==> src/core/tcc_consts.svh <==
// constants for the timer channel control and status block
//
// Contract
// - input capture sets event flag on selected active pin edge
// - output compare or edge PWM sets flag on counter equal compare value
// - center PWM sets flag on every match, up and down count
// - interrupt request while flag set and enable bit is one
// - flag clears only after read-while-set then write zero
// - new event between read and zero write abandons the clear
// - writing one to flag has no effect; reset clears flag
// - enable bit 6 read/write, reset clears it
// - center off and mode bit 5 set gives edge PWM
// - center off, bit 5 zero: 00 capture, 01 compare
// - edge/level zero releases pin for general I/O
// - capture edge: 01 rising, 10 falling, 11 either
// - compare action: 00 none, 01 toggle, 10 low, 11 high
// - edge PWM: 10 high-true cleared on match, X1 low-true set
// - center on ignores mode bits; 10 high-true, X1 low-true
// - unsteady pin before capture may give a spurious edge
// - center select forces all channels center PWM; reset clears
// - any control/status write releases value coherency latch
`ifndef TCC_CONSTS_SVH
`define TCC_CONSTS_SVH
`define TCC_ADDR_CSR 12'h000
`define TCC_ADDR_MOD 12'h004
`define TCC_ADDR_CMP 12'h008
`define TCC_ADDR_CNT 12'h00C
`define TCC_BIT_FLAG 7
`define TCC_BIT_IE 6
`define TCC_BIT_MSB 5
`define TCC_BIT_MSA 4
`define TCC_BIT_ELSB 3
`define TCC_BIT_ELSA 2
`define TCC_BIT_CPWM 0
`define TCC_CSR_WMASK 8'h7C
`define TCC_CNT_ZERO 16'h0000
`define TCC_CNT_ONE 16'h0001
`endif

==> src/core/tcc_pkg.sv <==
// types for the timer channel control and status block
package tcc_pkg;
    typedef enum logic [2:0] {
        TCC_MODE_CAPTURE,
        TCC_MODE_COMPARE,
        TCC_MODE_EPWM,
        TCC_MODE_CPWM
    } tcc_mode_t;
    typedef enum logic [1:0] {
        TCC_CLR_IDLE,
        TCC_CLR_ARMED
    } tcc_clr_t;
endpackage : tcc_pkg

==> src/core/tcc_edge.sv <==
// pin synchroniser and edge detector for the capture input
`timescale 1ns/1ns
`default_nettype none
module tcc_edge (
    // clock and reset
    input wire logic clk,
    input wire logic srst,
    // pin and edge select
    input wire logic pin_i,
    input wire logic [1:0] els,
    // detected active edge
    output logic edge_o
);
    logic s1_q, s1_d, s2_q, s2_d, s3_q, s3_d;

    always_comb begin
        s1_d = pin_i;
        s2_d = s1_q;
        s3_d = s2_q;
    end

    always_ff @(posedge clk) begin
        if (srst) begin
            s1_q <= 1'b0;
            s2_q <= 1'b0;
            s3_q <= 1'b0;
        end else begin
            s1_q <= s1_d;
            s2_q <= s2_d;
            s3_q <= s3_d;
        end
    end

    // only the second stage onward feeds the detector
    always_comb begin
        edge_o = (els[0] && s2_q && !s3_q) || (els[1] && !s2_q && s3_q);
    end
endmodule : tcc_edge
`default_nettype wire

==> src/core/tcc_top.sv <==
// timer channel control and status with apb slave and a small test counter
//
// Implementation choices: the register addresses and the APB register port.
`timescale 1ns/1ns
`default_nettype none
`include "tcc_consts.svh"
module tcc_top (
    // clock and reset
    input wire logic CLK,
    input wire logic SRST,
    // apb slave
    input wire logic PSEL,
    input wire logic PENABLE,
    input wire logic PWRITE,
    input wire logic [11:0] PADDR,
    input wire logic [31:0] PWDATA,
    output logic [31:0] PRDATA,
    output logic PREADY,
    output logic PSLVERR,
    // timer pin
    input wire logic PIN_I,
    output logic PIN_O,
    output logic PIN_OE,
    // channel request and status
    output logic IRQ,
    output var tcc_pkg::tcc_mode_t MODE,
    output logic COH_RELEASE
);
    import tcc_pkg::*;

    // ****************************************
    // bus decode
    // ****************************************
    function automatic logic hit(input logic [11:0] a, input logic [11:0] r);
        hit = (a == r);
    endfunction : hit

    logic acc, wr, rd;
    assign acc = PSEL && PENABLE;
    assign wr = acc && PWRITE;
    assign rd = acc && !PWRITE;
    assign PREADY = 1'b1;

    // ****************************************
    // state
    // ****************************************
    logic [7:0] csr_q, csr_d;
    logic cpwm_q, cpwm_d;
    logic [15:0] mod_q, mod_d, cmp_q, cmp_d, cnt_q, cnt_d;
    logic down_q, down_d;
    logic pin_q, pin_d;
    logic coh_q, coh_d;
    logic [31:0] rdata_q, rdata_d;
    logic perr_q, perr_d;
    tcc_clr_t clr_q, clr_d;
    tcc_mode_t mode;
    logic cap_edge, match, event_hit;
    logic [1:0] els;

    assign els = csr_q[`TCC_BIT_ELSB:`TCC_BIT_ELSA];

    // ****************************************
    // mode decode
    // ****************************************
    always_comb begin
        if (cpwm_q)
            mode = TCC_MODE_CPWM;
        else if (csr_q[`TCC_BIT_MSB])
            mode = TCC_MODE_EPWM;
        else if (csr_q[`TCC_BIT_MSA])
            mode = TCC_MODE_COMPARE;
        else
            mode = TCC_MODE_CAPTURE;
    end

    tcc_edge tcc_edge_inst (
        .clk(CLK),
        .srst(SRST),
        .pin_i(PIN_I),
        .els(els),
        .edge_o(cap_edge)
    );

    // ****************************************
    // counter: up, or up/down in center mode
    // ****************************************
    always_comb begin
        cnt_d = cnt_q;
        down_d = down_q;
        if (!cpwm_q) begin
            down_d = 1'b0;
            cnt_d = (cnt_q == mod_q && mod_q != `TCC_CNT_ZERO) ? `TCC_CNT_ZERO
                                                               : cnt_q + `TCC_CNT_ONE;
        end else if (down_q) begin
            if (cnt_q == `TCC_CNT_ZERO) begin
                down_d = 1'b0;
                cnt_d = cnt_q + `TCC_CNT_ONE;
            end else begin
                cnt_d = cnt_q - `TCC_CNT_ONE;
            end
        end else if (cnt_q == mod_q) begin
            down_d = 1'b1;
            cnt_d = cnt_q - `TCC_CNT_ONE;
        end else begin
            cnt_d = cnt_q + `TCC_CNT_ONE;
        end
    end

    // ****************************************
    // events
    // ****************************************
    always_comb begin
        match = (cnt_q == cmp_q);
        event_hit = 1'b0;
        unique case (mode)
            TCC_MODE_CAPTURE: event_hit = cap_edge && (els != 2'h0);
            TCC_MODE_COMPARE: event_hit = match;
            TCC_MODE_EPWM: event_hit = match;
            TCC_MODE_CPWM: event_hit = match;
        endcase
    end

    // ****************************************
    // pin output
    // ****************************************
    always_comb begin
        pin_d = pin_q;
        unique case (mode)
            TCC_MODE_CAPTURE: pin_d = pin_q;
            TCC_MODE_COMPARE: begin
                if (match) begin
                    unique case (els)
                        2'h0: pin_d = pin_q;
                        2'h1: pin_d = !pin_q;
                        2'h2: pin_d = 1'b0;
                        2'h3: pin_d = 1'b1;
                    endcase
                end
            end
            TCC_MODE_EPWM: begin
                // period restart asserts the active level, match ends it
                if (match)
                    pin_d = els[0];
                else if (cnt_q == `TCC_CNT_ZERO)
                    pin_d = !els[0];
            end
            TCC_MODE_CPWM: begin
                // only the up-count match and the down-count match flip the pin
                if (match)
                    pin_d = down_q ? !els[0] : els[0];
            end
        endcase
    end

    assign PIN_O = pin_q;
    assign PIN_OE = (els != 2'h0) && (mode != TCC_MODE_CAPTURE);

    // ****************************************
    // flag clear sequence and registers
    // ****************************************
    logic csr_wr, csr_rd, flag_wz;
    assign csr_wr = wr && hit(PADDR, `TCC_ADDR_CSR);
    assign csr_rd = rd && hit(PADDR, `TCC_ADDR_CSR);
    assign flag_wz = csr_wr && !PWDATA[`TCC_BIT_FLAG];

    always_comb begin
        csr_d = csr_q;
        clr_d = clr_q;
        cpwm_d = cpwm_q;
        mod_d = mod_q;
        cmp_d = cmp_q;
        if (csr_wr) begin
            // flag and unused bits keep their own rules, only masked bits follow the write
            csr_d = (csr_q & ~`TCC_CSR_WMASK) | (PWDATA[7:0] & `TCC_CSR_WMASK);
            cpwm_d = PWDATA[`TCC_BIT_CPWM];
        end
        if (wr && hit(PADDR, `TCC_ADDR_MOD))
            mod_d = PWDATA[15:0];
        if (wr && hit(PADDR, `TCC_ADDR_CMP))
            cmp_d = PWDATA[15:0];
        if (mode == TCC_MODE_CAPTURE && cap_edge && els != 2'h0)
            cmp_d = cnt_q;
        unique case (clr_q)
            // arm on the value software really saw, not on a flag set after setup
            TCC_CLR_IDLE: if (csr_rd && rdata_q[`TCC_BIT_FLAG]) clr_d = TCC_CLR_ARMED;
            TCC_CLR_ARMED: begin
                if (flag_wz) begin
                    csr_d[`TCC_BIT_FLAG] = 1'b0;
                    clr_d = TCC_CLR_IDLE;
                end
            end
        endcase
        // set wins, and a fresh event disarms a pending clear
        if (event_hit) begin
            csr_d[`TCC_BIT_FLAG] = 1'b1;
            clr_d = TCC_CLR_IDLE;
        end
        csr_d[1:0] = 2'h0;
    end

    always_comb begin
        coh_d = csr_wr;
        perr_d = 1'b0;
        rdata_d = 32'h0000_0000;
        if (hit(PADDR, `TCC_ADDR_CSR))
            rdata_d = {24'h00_0000, csr_q[7:2], 1'b0, cpwm_q};
        else if (hit(PADDR, `TCC_ADDR_MOD))
            rdata_d = {16'h0000, mod_q};
        else if (hit(PADDR, `TCC_ADDR_CMP))
            rdata_d = {16'h0000, cmp_q};
        else if (hit(PADDR, `TCC_ADDR_CNT))
            rdata_d = {16'h0000, cnt_q};
        else
            perr_d = 1'b1;
    end

    always_ff @(posedge CLK) begin
        if (SRST) begin
            csr_q <= 8'h00;
            cpwm_q <= 1'b0;
            clr_q <= TCC_CLR_IDLE;
            mod_q <= 16'h0000;
            cmp_q <= 16'h0000;
            cnt_q <= 16'h0000;
            down_q <= 1'b0;
            pin_q <= 1'b0;
            coh_q <= 1'b0;
        end else begin
            csr_q <= csr_d;
            cpwm_q <= cpwm_d;
            clr_q <= clr_d;
            mod_q <= mod_d;
            cmp_q <= cmp_d;
            cnt_q <= cnt_d;
            down_q <= down_d;
            pin_q <= pin_d;
            coh_q <= coh_d;
        end
    end

    assign PRDATA = rdata_q;
    assign PSLVERR = perr_q && acc;
    always_ff @(posedge CLK) begin
        if (SRST) begin
            rdata_q <= 32'h0000_0000;
            perr_q <= 1'b0;
        end else begin
            rdata_q <= rdata_d;
            perr_q <= perr_d;
        end
    end

    assign IRQ = csr_q[`TCC_BIT_FLAG] && csr_q[`TCC_BIT_IE];
    assign MODE = mode;
    assign COH_RELEASE = coh_q;
endmodule : tcc_top
`default_nettype wire

==> config.mk <==
export PLATFORM = sky130hd
export DESIGN_NAME = tcc_top
export DESIGN_NICKNAME = d
export VERILOG_FILES = /design/src/core/tcc_pkg.sv /design/src/core/tcc_edge.sv /design/src/core/tcc_top.sv
export VERILOG_INCLUDE_DIRS = /design/src /design/src/core
export SDC_FILE = /design/constraint.sdc
export NUM_CORES = 1
export LEC_CHECK = 0
export BUFFER_PORTS_ARGS = -buffer_cell sky130_fd_sc_hd__buf_2
export CORE_UTILIZATION = 47
export CTS_CLUSTER_DIAMETER = 40
export CTS_CLUSTER_SIZE = 16
export DETAILED_ROUTE_END_ITERATION = 7
export PLACE_DENSITY = 0.7
export SLEW_MARGIN = 20
export SYNTH_ARGS = -nofsm -noshare
export SYNTH_HDL_FRONTEND = slang
export SYNTH_SLANG_ARGS = --single-unit
export TNS_END_PERCENT = 10
==> constraint.sdc <==
create_clock -name CLK -period 5 [get_ports CLK]
set_input_delay 0 -clock CLK [delete_from_list [all_inputs] [get_ports CLK]]
set_output_delay 0 -clock CLK [all_outputs]
set_load 0.05 [all_outputs]
==> metrics.csv, run 1 <==
stage,metric,value,unit
clocking,cts_tree,yes,
critical_path,rr_worst_depth,6,
yosys,yosys_warnings,0,
place,hpwlAfterDp,7640,um
drt,routedWlPerCell,16.8,um
min_path,worstHoldStart,PADDR[0],
min_path,worstHoldPathType,in -> reg,
global_route,grt_overflow,0,
critical_path,crit_fanout,16,
min_path,hold_end,PRDATA[3],
timing,fin_crit,2.69,ns
global_route,grt_pass1_vias,3646,
yosys,synthXorXnorAreaFrac,0.0757,
die,start_util,0.494,
clocking,insertion_delay,0.36,ns
timing,fmax,0.372,GHz
critical_path,crit_required,5.23,ns
finish,antenna_cells,0,
yosys,ys_dominant_reg_cell,dfxtp_1,
global_route,grt_pass1_wl,18000,um
clocking,cts_setup_buffers,0,
die,die_w,98.7,um
critical_path,worstSetupPathType,in -> reg,
critical_path,start_kind,input port,
critical_path,critPathTopFamily,simple AND/OR/NAND/NOR gates,
yosys,synth_top_family_by_area,simple AND/OR/NAND/NOR gates,
critical_path,crit_slowest_cell,or3b_1,
yosys,synth-simple-area-share,0.211,
die,die_h,98.7,um
timing,setup-tns-final,0,ns
clocking,cts.path.max_buffers,2,
die,die_area,9740,um^2
critical_path,cpPeakStageDelay,0.85,ns
global_route,use_met1,0.299,
pwr,p_leak,2.11,nW
die,io_pins,91,
drt,via_per_inst,5.81,
clocking,cts_buffers,9,
clocking,cts.sinks,79,
timing,period_share,0.538,
global_route,grtUsageMet2,0.393,
run_status,outcome,completed,
drt,vias,3803,
yosys,seq_area_frac_synth,0.360,
yosys,synth_mux_area_frac,0.148,
global_route,grt_util_met3,0.0496,
critical_path,r2r_end,cnt_q[7],
drt,first_iter_violations,193,
yosys,ys_seq_elements,79,
critical_path,worst-path-buf-inv,2,
timing,finalWorstSetupSlack,2.31,ns
critical_path,reg2reg_slack,2.45,ns
clocking,clockRootBuffer,clkbuf_8,
global_route,groute.usage.overall,0.237,
yosys,synthArstFlopShare,0,
critical_path,crit_arrival,2.92,ns
finish,layout-drive-gt1-share,0.181,
drt,wirelength,11000,um
die,rows,34,
clocking,clk_pin_slew,0.09,ns
critical_path,reg2reg_from,cnt_q[3],
place,routabilityCongestion,0.902,
global_route,antenna_found_initial,0,
yosys,synth_fa_ha_area_frac,0.00854,
critical_path,cp-end-kind,register,
drt,drc,0,
pwr,p_per_area,271,nW/um^2
timing,finalSetupViolations,0,
min_path,holdPathStages,3,
global_route,grt_max_degree,51,
place,port_buffers,56,
flow_run,drv_cap,0,
critical_path,path_cells,dlygate4sd3_1 -> buf_2 -> nor4_2 -> nand4_1 -> or3b_1 -> mux2i_1 -> nor2_1,
drt,first_pass_iters,4,
finish,layout.nets,595,
drt,ant_nets,0,
timing,hold_viol,0,
pwr,ir_drop,0.138,mV
timing,tightest_slew,1.03,ns
place,dp_slack,1.82,ns
timing,finalMaxSlewViolations,0,
yosys,syn_area,4390,um^2
clocking,htreeDepth,3,
timing,relSlewSlack,0.312,
timing,rsz0062_at_grt,false,
finish,area_delta_synth_final,14.9,%
yosys,synth_cell_type_count,59,
yosys,synth_edf_count,0,
die,core_area,8890,um^2
yosys,syn-instance-count,495,
timing,clock_skew,0.0109,ns
yosys,avgSynthCellArea,8.88,um^2
global_route,busiest_layer,met2,
yosys,synth-compound-area-share,0.118,
[layer usage]
metal	part of all wire	routed length, um
met5	0	0
met4	0.023	255
met3	0.058	637
met2	0.49	5380
met1	0.43	4720
[report_power, final]
group / internal [W] / leakage (nW) / switching, W / total [W]
Clock: 0.000349 / 0.127 / 0.000245 / 0.000594
Combinational: 0.0000456 / 1.34 / 0.0000909 / 0.000136
Sequential: 0.000632 / 0.637 / 0.00000663 / 0.000638
Total: 0.00103 / 2.11 / 0.000342 / 0.00137
[cells in the mapped netlist (all sizes together) (12+ instances only)]
library cell / n / area (um^2)
a211oi: 17 / 128
a21oi: 14 / 70.1
and3: 12 / 75.1
buf: 31 / 203
clkbuf: 28 / 105
dfxtp: 79 / 1580
mux2i: 39 / 390
nand2: 15 / 56.3
nand4: 12 / 75.1
nor2: 59 / 221
nor3: 22 / 110
nor4: 19 / 125
xnor2: 36 / 315
[through the flow]
step | hold WS [ns] | util | power [W] | cells | area, um^2
after floorplan | 0.128 | - | 0.000754 | 511 | 4450
after global placement | 0.208 | 0.517 | 0.000776 | 620 | 4600
after detailed placement | 0.215 | 0.517 | 0.000778 | 620 | 4600
after CTS | 0.0105 | 0.567 | 0.00138 | 655 | 5040
after global routing | 0.0227 | 0.568 | 0.00142 | 655 | 5050
final | 0.0216 | 0.568 | 0.00137 | 655 | 5050
[flip-flops by register name (all words and copies together), names as in the netlist]
| signal | cells |
|---|---|
| mod_q | 16 |
| cpwm_q | 1 |
| cnt_q | 16 |
| PIN_O | 1 |
| perr_q | 1 |
| clr_q | 1 |
| PRDATA | 16 |
| tcc_edge_inst.s1_q | 1 |
| COH_RELEASE | 1 |
| cmp_q | 16 |
| tcc_edge_inst.s2_q | 1 |
| down_q | 1 |
| csr_q | 6 |
| tcc_edge_inst.s3_q | 1 |
[worst min-delay path: cells and delay by family]
kind / cells / cell delay [ns]
simple gates: 2 / 0.26
buf+inv: 1 / 0.09
[what timing repair did]
action,CTS,global route
gates resized for setup,0,0
hold buffers,19,0
hold endpoints to repair,32,0
[layout make-up]
type                       instances  area (um^2)
fill                             787         3840
multi-input combinational        364         2550
sequential                        79         1580
timing repair buffer              79          500
clock buffer                      10          138
tap                              108          135
clock inverter                     6          116
inverter                           9         33.8
[cells by family after synthesis]
logic type	Yosys count
xor+xnor	38
compound gates	73
buf+inv	68
simple gates	177
fa+ha+maj	3
mux	55
flops	79
other cells	2
[placed cells by master, fill, tap and decap left out, drive strengths merged, types with 3 or more instances in the layout]
master and n:
mux2 9, a22oi 9, nor3 22, and3 12, nor3b 4, mux2i 39, nor2 59, mux4 7
buf 60, nand3b 4, o21ai 9, or4 3, nor2b 4, nand3 4, a211oi 17, inv 10
nand4 12, clkbuf 10, and4 4, xnor2 36, dfxtp 79, nand2b 4, o21a 5, bufinv 3
nor4 19, conb 18, nand2 15, or3 5, a21oi 14, ha 3, dlygate4sd3 19
[worst max-delay path by stage]
stage / from / end / slack (ns) / cells after the start
6_report: PADDR[1] / mod_q[6] / 2.31 / 7
2_1_floorplan: cnt_q[15] / cnt_q[7] / 2.87 / 8
3_5_place_dp: PADDR[5] / cmp_q[4] / 1.82 / 8
4_1_cts: PADDR[1] / cmp_q[4] / 2.20 / 8
3_3_place_gp: PADDR[5] / cmp_q[4] / 1.96 / 8
5_1_grt: PADDR[1] / mod_q[6] / 2.16 / 7
No activity file was read; power rests on OpenSTA's default activity.
==> run 2, diff against run 1 <==
==> constraint.sdc (replaced) <==
create_clock -name CLK -period 2.7 [get_ports CLK]
set_input_delay 0 -clock CLK [delete_from_list [all_inputs] [get_ports CLK]]
set_output_delay 0 -clock CLK [all_outputs]
set_load 0.05 [all_outputs]
==> run 2 against run 1 <==
Via count is 0.55% higher. Largest power group unchanged. Setup slack worse by 2.0 ns. Critical path depth is 1 lower. Highest routed layer unchanged. Non-clock buffer count is 16 higher. Count of clock-buffer cells in the layout stayed put. Largest cell class unchanged. Clock skew is 0.0028 ns lower. Sequential cell count stayed put.
==> metrics.csv, run 2 (same netlist as run 1, synthesis figures left out) <==
stage,metric,value,unit,change
finish,mostFrequentLayoutCells,"dfxtp_1 (79), nor2_1 (59), buf_2 (56)",,
clocking,insertion_delay,0.36,ns,about the same
place,dp_slack,0.378,ns,-1.44 ns
clocking,htreeDepth,3,,unchanged
timing,clock_skew,0.00812,ns,-0.00278 ns
place,port_buffers,56,,unchanged
drt,first_pass_iters,4,,unchanged
die,rows,34,,unchanged
global_route,grt_overflow,0,,unchanged
clocking,cts_buffers,9,,unchanged
critical_path,start_kind,register,,
finish,layout-drive-gt1-share,0.206,,+0.0254
drt,first_iter_violations,235,,+22%
timing,finalMaxSlewViolations,0,,unchanged
global_route,antenna_found_initial,0,,unchanged
clocking,clockRootBuffer,clkbuf_8,,
clocking,clk_pin_slew,0.09,ns,about the same
critical_path,worstSetupPathType,reg -> reg,,
flow_run,drv_cap,0,,unchanged
finish,area_delta_synth_final,17.5,%,
pwr,power,0.00253,W,+85%
die,start_util,0.494,,unchanged
critical_path,crit_arrival,2.60,ns,-0.32 ns
timing,relSlewSlack,0.504,,+0.192
drt,routedWlPerCell,16.8,um,+0.12%
die,core_area,8890,um^2,unchanged
timing,tightest_slew,0.725,ns,-0.307 ns
pwr,ir_drop,0.308,mV,+120%
finish,multi_input_area,2540,um^2,-0.29%
timing,fmax,0.421,GHz,
finish,fillers,784,,-0.38%
clocking,cts.path.max_buffers,2,,unchanged
critical_path,crit_fanout,11,,-5
min_path,worstHoldPathType,in -> reg,,
global_route,grt_pass1_wl,18200,um,+1.1%
timing,setup-tns-final,0,ns,unchanged
place,hpwlAfterDp,8110,um,+6.3%
drt,ant_nets,0,,unchanged
critical_path,crit_slowest_cell,dfxtp_1,,
global_route,grt_pass1_vias,3722,,+2.1%
drt,wirelength,11300,um,+2.4%
drt,drc,0,,unchanged
drt,vias,3824,,+0.55%
drt,via_per_inst,5.71,,-1.7%
timing,finalWorstSetupSlack,0.326,ns,-1.98 ns
critical_path,cp-end-kind,register,,
finish,antenna_cells,0,,unchanged
global_route,grt_max_degree,50,,-2.0%
run_status,outcome,completed,,
timing,fin_crit,2.37,ns,
die,die_h,98.7,um,unchanged
pwr,p_leak,2.18,nW,+3.6%
timing,rsz0062_at_grt,false,,
pwr,p_per_area,490,nW/um^2,+81%
timing,period_share,0.879,,
timing,hold_viol,0,,unchanged
global_route,groute.usage.overall,0.243,,+0.00633
critical_path,cpPeakStageDelay,0.58,ns,-0.27 ns
timing,finalSetupViolations,0,,unchanged
critical_path,path_cells,xnor2_1 -> nand4_1 -> o41a_1 -> nor4_1 -> o21ai_0 -> nor3b_1,,
finish,final_common_cell,dfxtp_1,,
clocking,cts_tree,yes,,
clocking,cts.sinks,79,,unchanged
die,io_pins,91,,unchanged
critical_path,crit_required,2.93,ns,-2.30 ns
finish,layout.nets,611,,+2.7%
place,routabilityCongestion,0.894,,-0.91%
die,die_area,9740,um^2,unchanged
clocking,cts_resized,0,,unchanged
finish,seq_area,1580,um^2,unchanged
die,die_w,98.7,um,unchanged
-- run 2: cell count changes in the layout (fill, tap and decap cells not counted) --
cell           previous run  this run
o21bai_4                  1         0
clkinvlp_4                0         1
inv_6                     1         0
buf_4                     4        21
o21bai_2                  0         1
dlygate4sd3_1            19        17
clkinv_4                  2         1
buf_12                    0         1
-- run 2: final timing paths --
path	to	slack, ns	from	depth (start not counted)
worst max-delay path	cnt_q[5]	0.33	cnt_q[13]	6
worst min-delay path	perr_q	0.03	PADDR[0]	4
worst max register to register	cnt_q[5]	0.33	cnt_q[13]	6
worst min register to register	tcc_edge_inst.s2_q	0.45	tcc_edge_inst.s1_q	1
-- run 2: cell type report --
cell class | count | area share
inverter | 9 | 0.00655
multi-input combinational | 364 | 0.492
clock buffer | 10 | 0.0267
timing repair buffer | 95 | 0.122
clock inverter | 5 | 0.0206
sequential | 79 | 0.306
tap | 108 | 0.0262
-- run 2: metal layers --
metal	part of all wire	GRT usage
met5	0	0
met4	0.016	0.0976
met3	0.063	0.0475
met2	0.49	0.413
met1	0.43	0.303
-- run 2: worst max-delay path, delay by kind of cell, from the launching register on --
family           cells  cell delay (ns)
flip-flops           1             0.58
AND/OR/NAND/NOR      3             0.73
XOR/XNOR             1             0.21
AO/OA/AOI/OAI        2             0.72
-- run 2: through the flow --
step	cells	util	cell area [um^2]	hold WS, ns
3_5_place_dp	638	0.534	4750	0.219
2_1_floorplan	511	-	4450	0.128
6_report	670	0.580	5160	0.0264
3_3_place_gp	638	0.534	4750	0.209
4_1_cts	670	0.580	5160	0.0212
5_1_grt	670	0.580	5160	0.0329
-- run 2: timing repair --
item	in CTS	in global routing
buffers inserted	0	0
setup endpoints to repair	0	0
hold buffers	17	0
endpoints found under the hold margin	32	0
-- run 2: power breakdown --
group          leakage, nW  switching (W)  internal (W)  total (W)
combinational         1.42       0.000174     0.0000912   0.000265
clock                0.119       0.000448      0.000636    0.00108
sequential           0.637      0.0000105       0.00117    0.00118
total                 2.18       0.000633       0.00190    0.00253
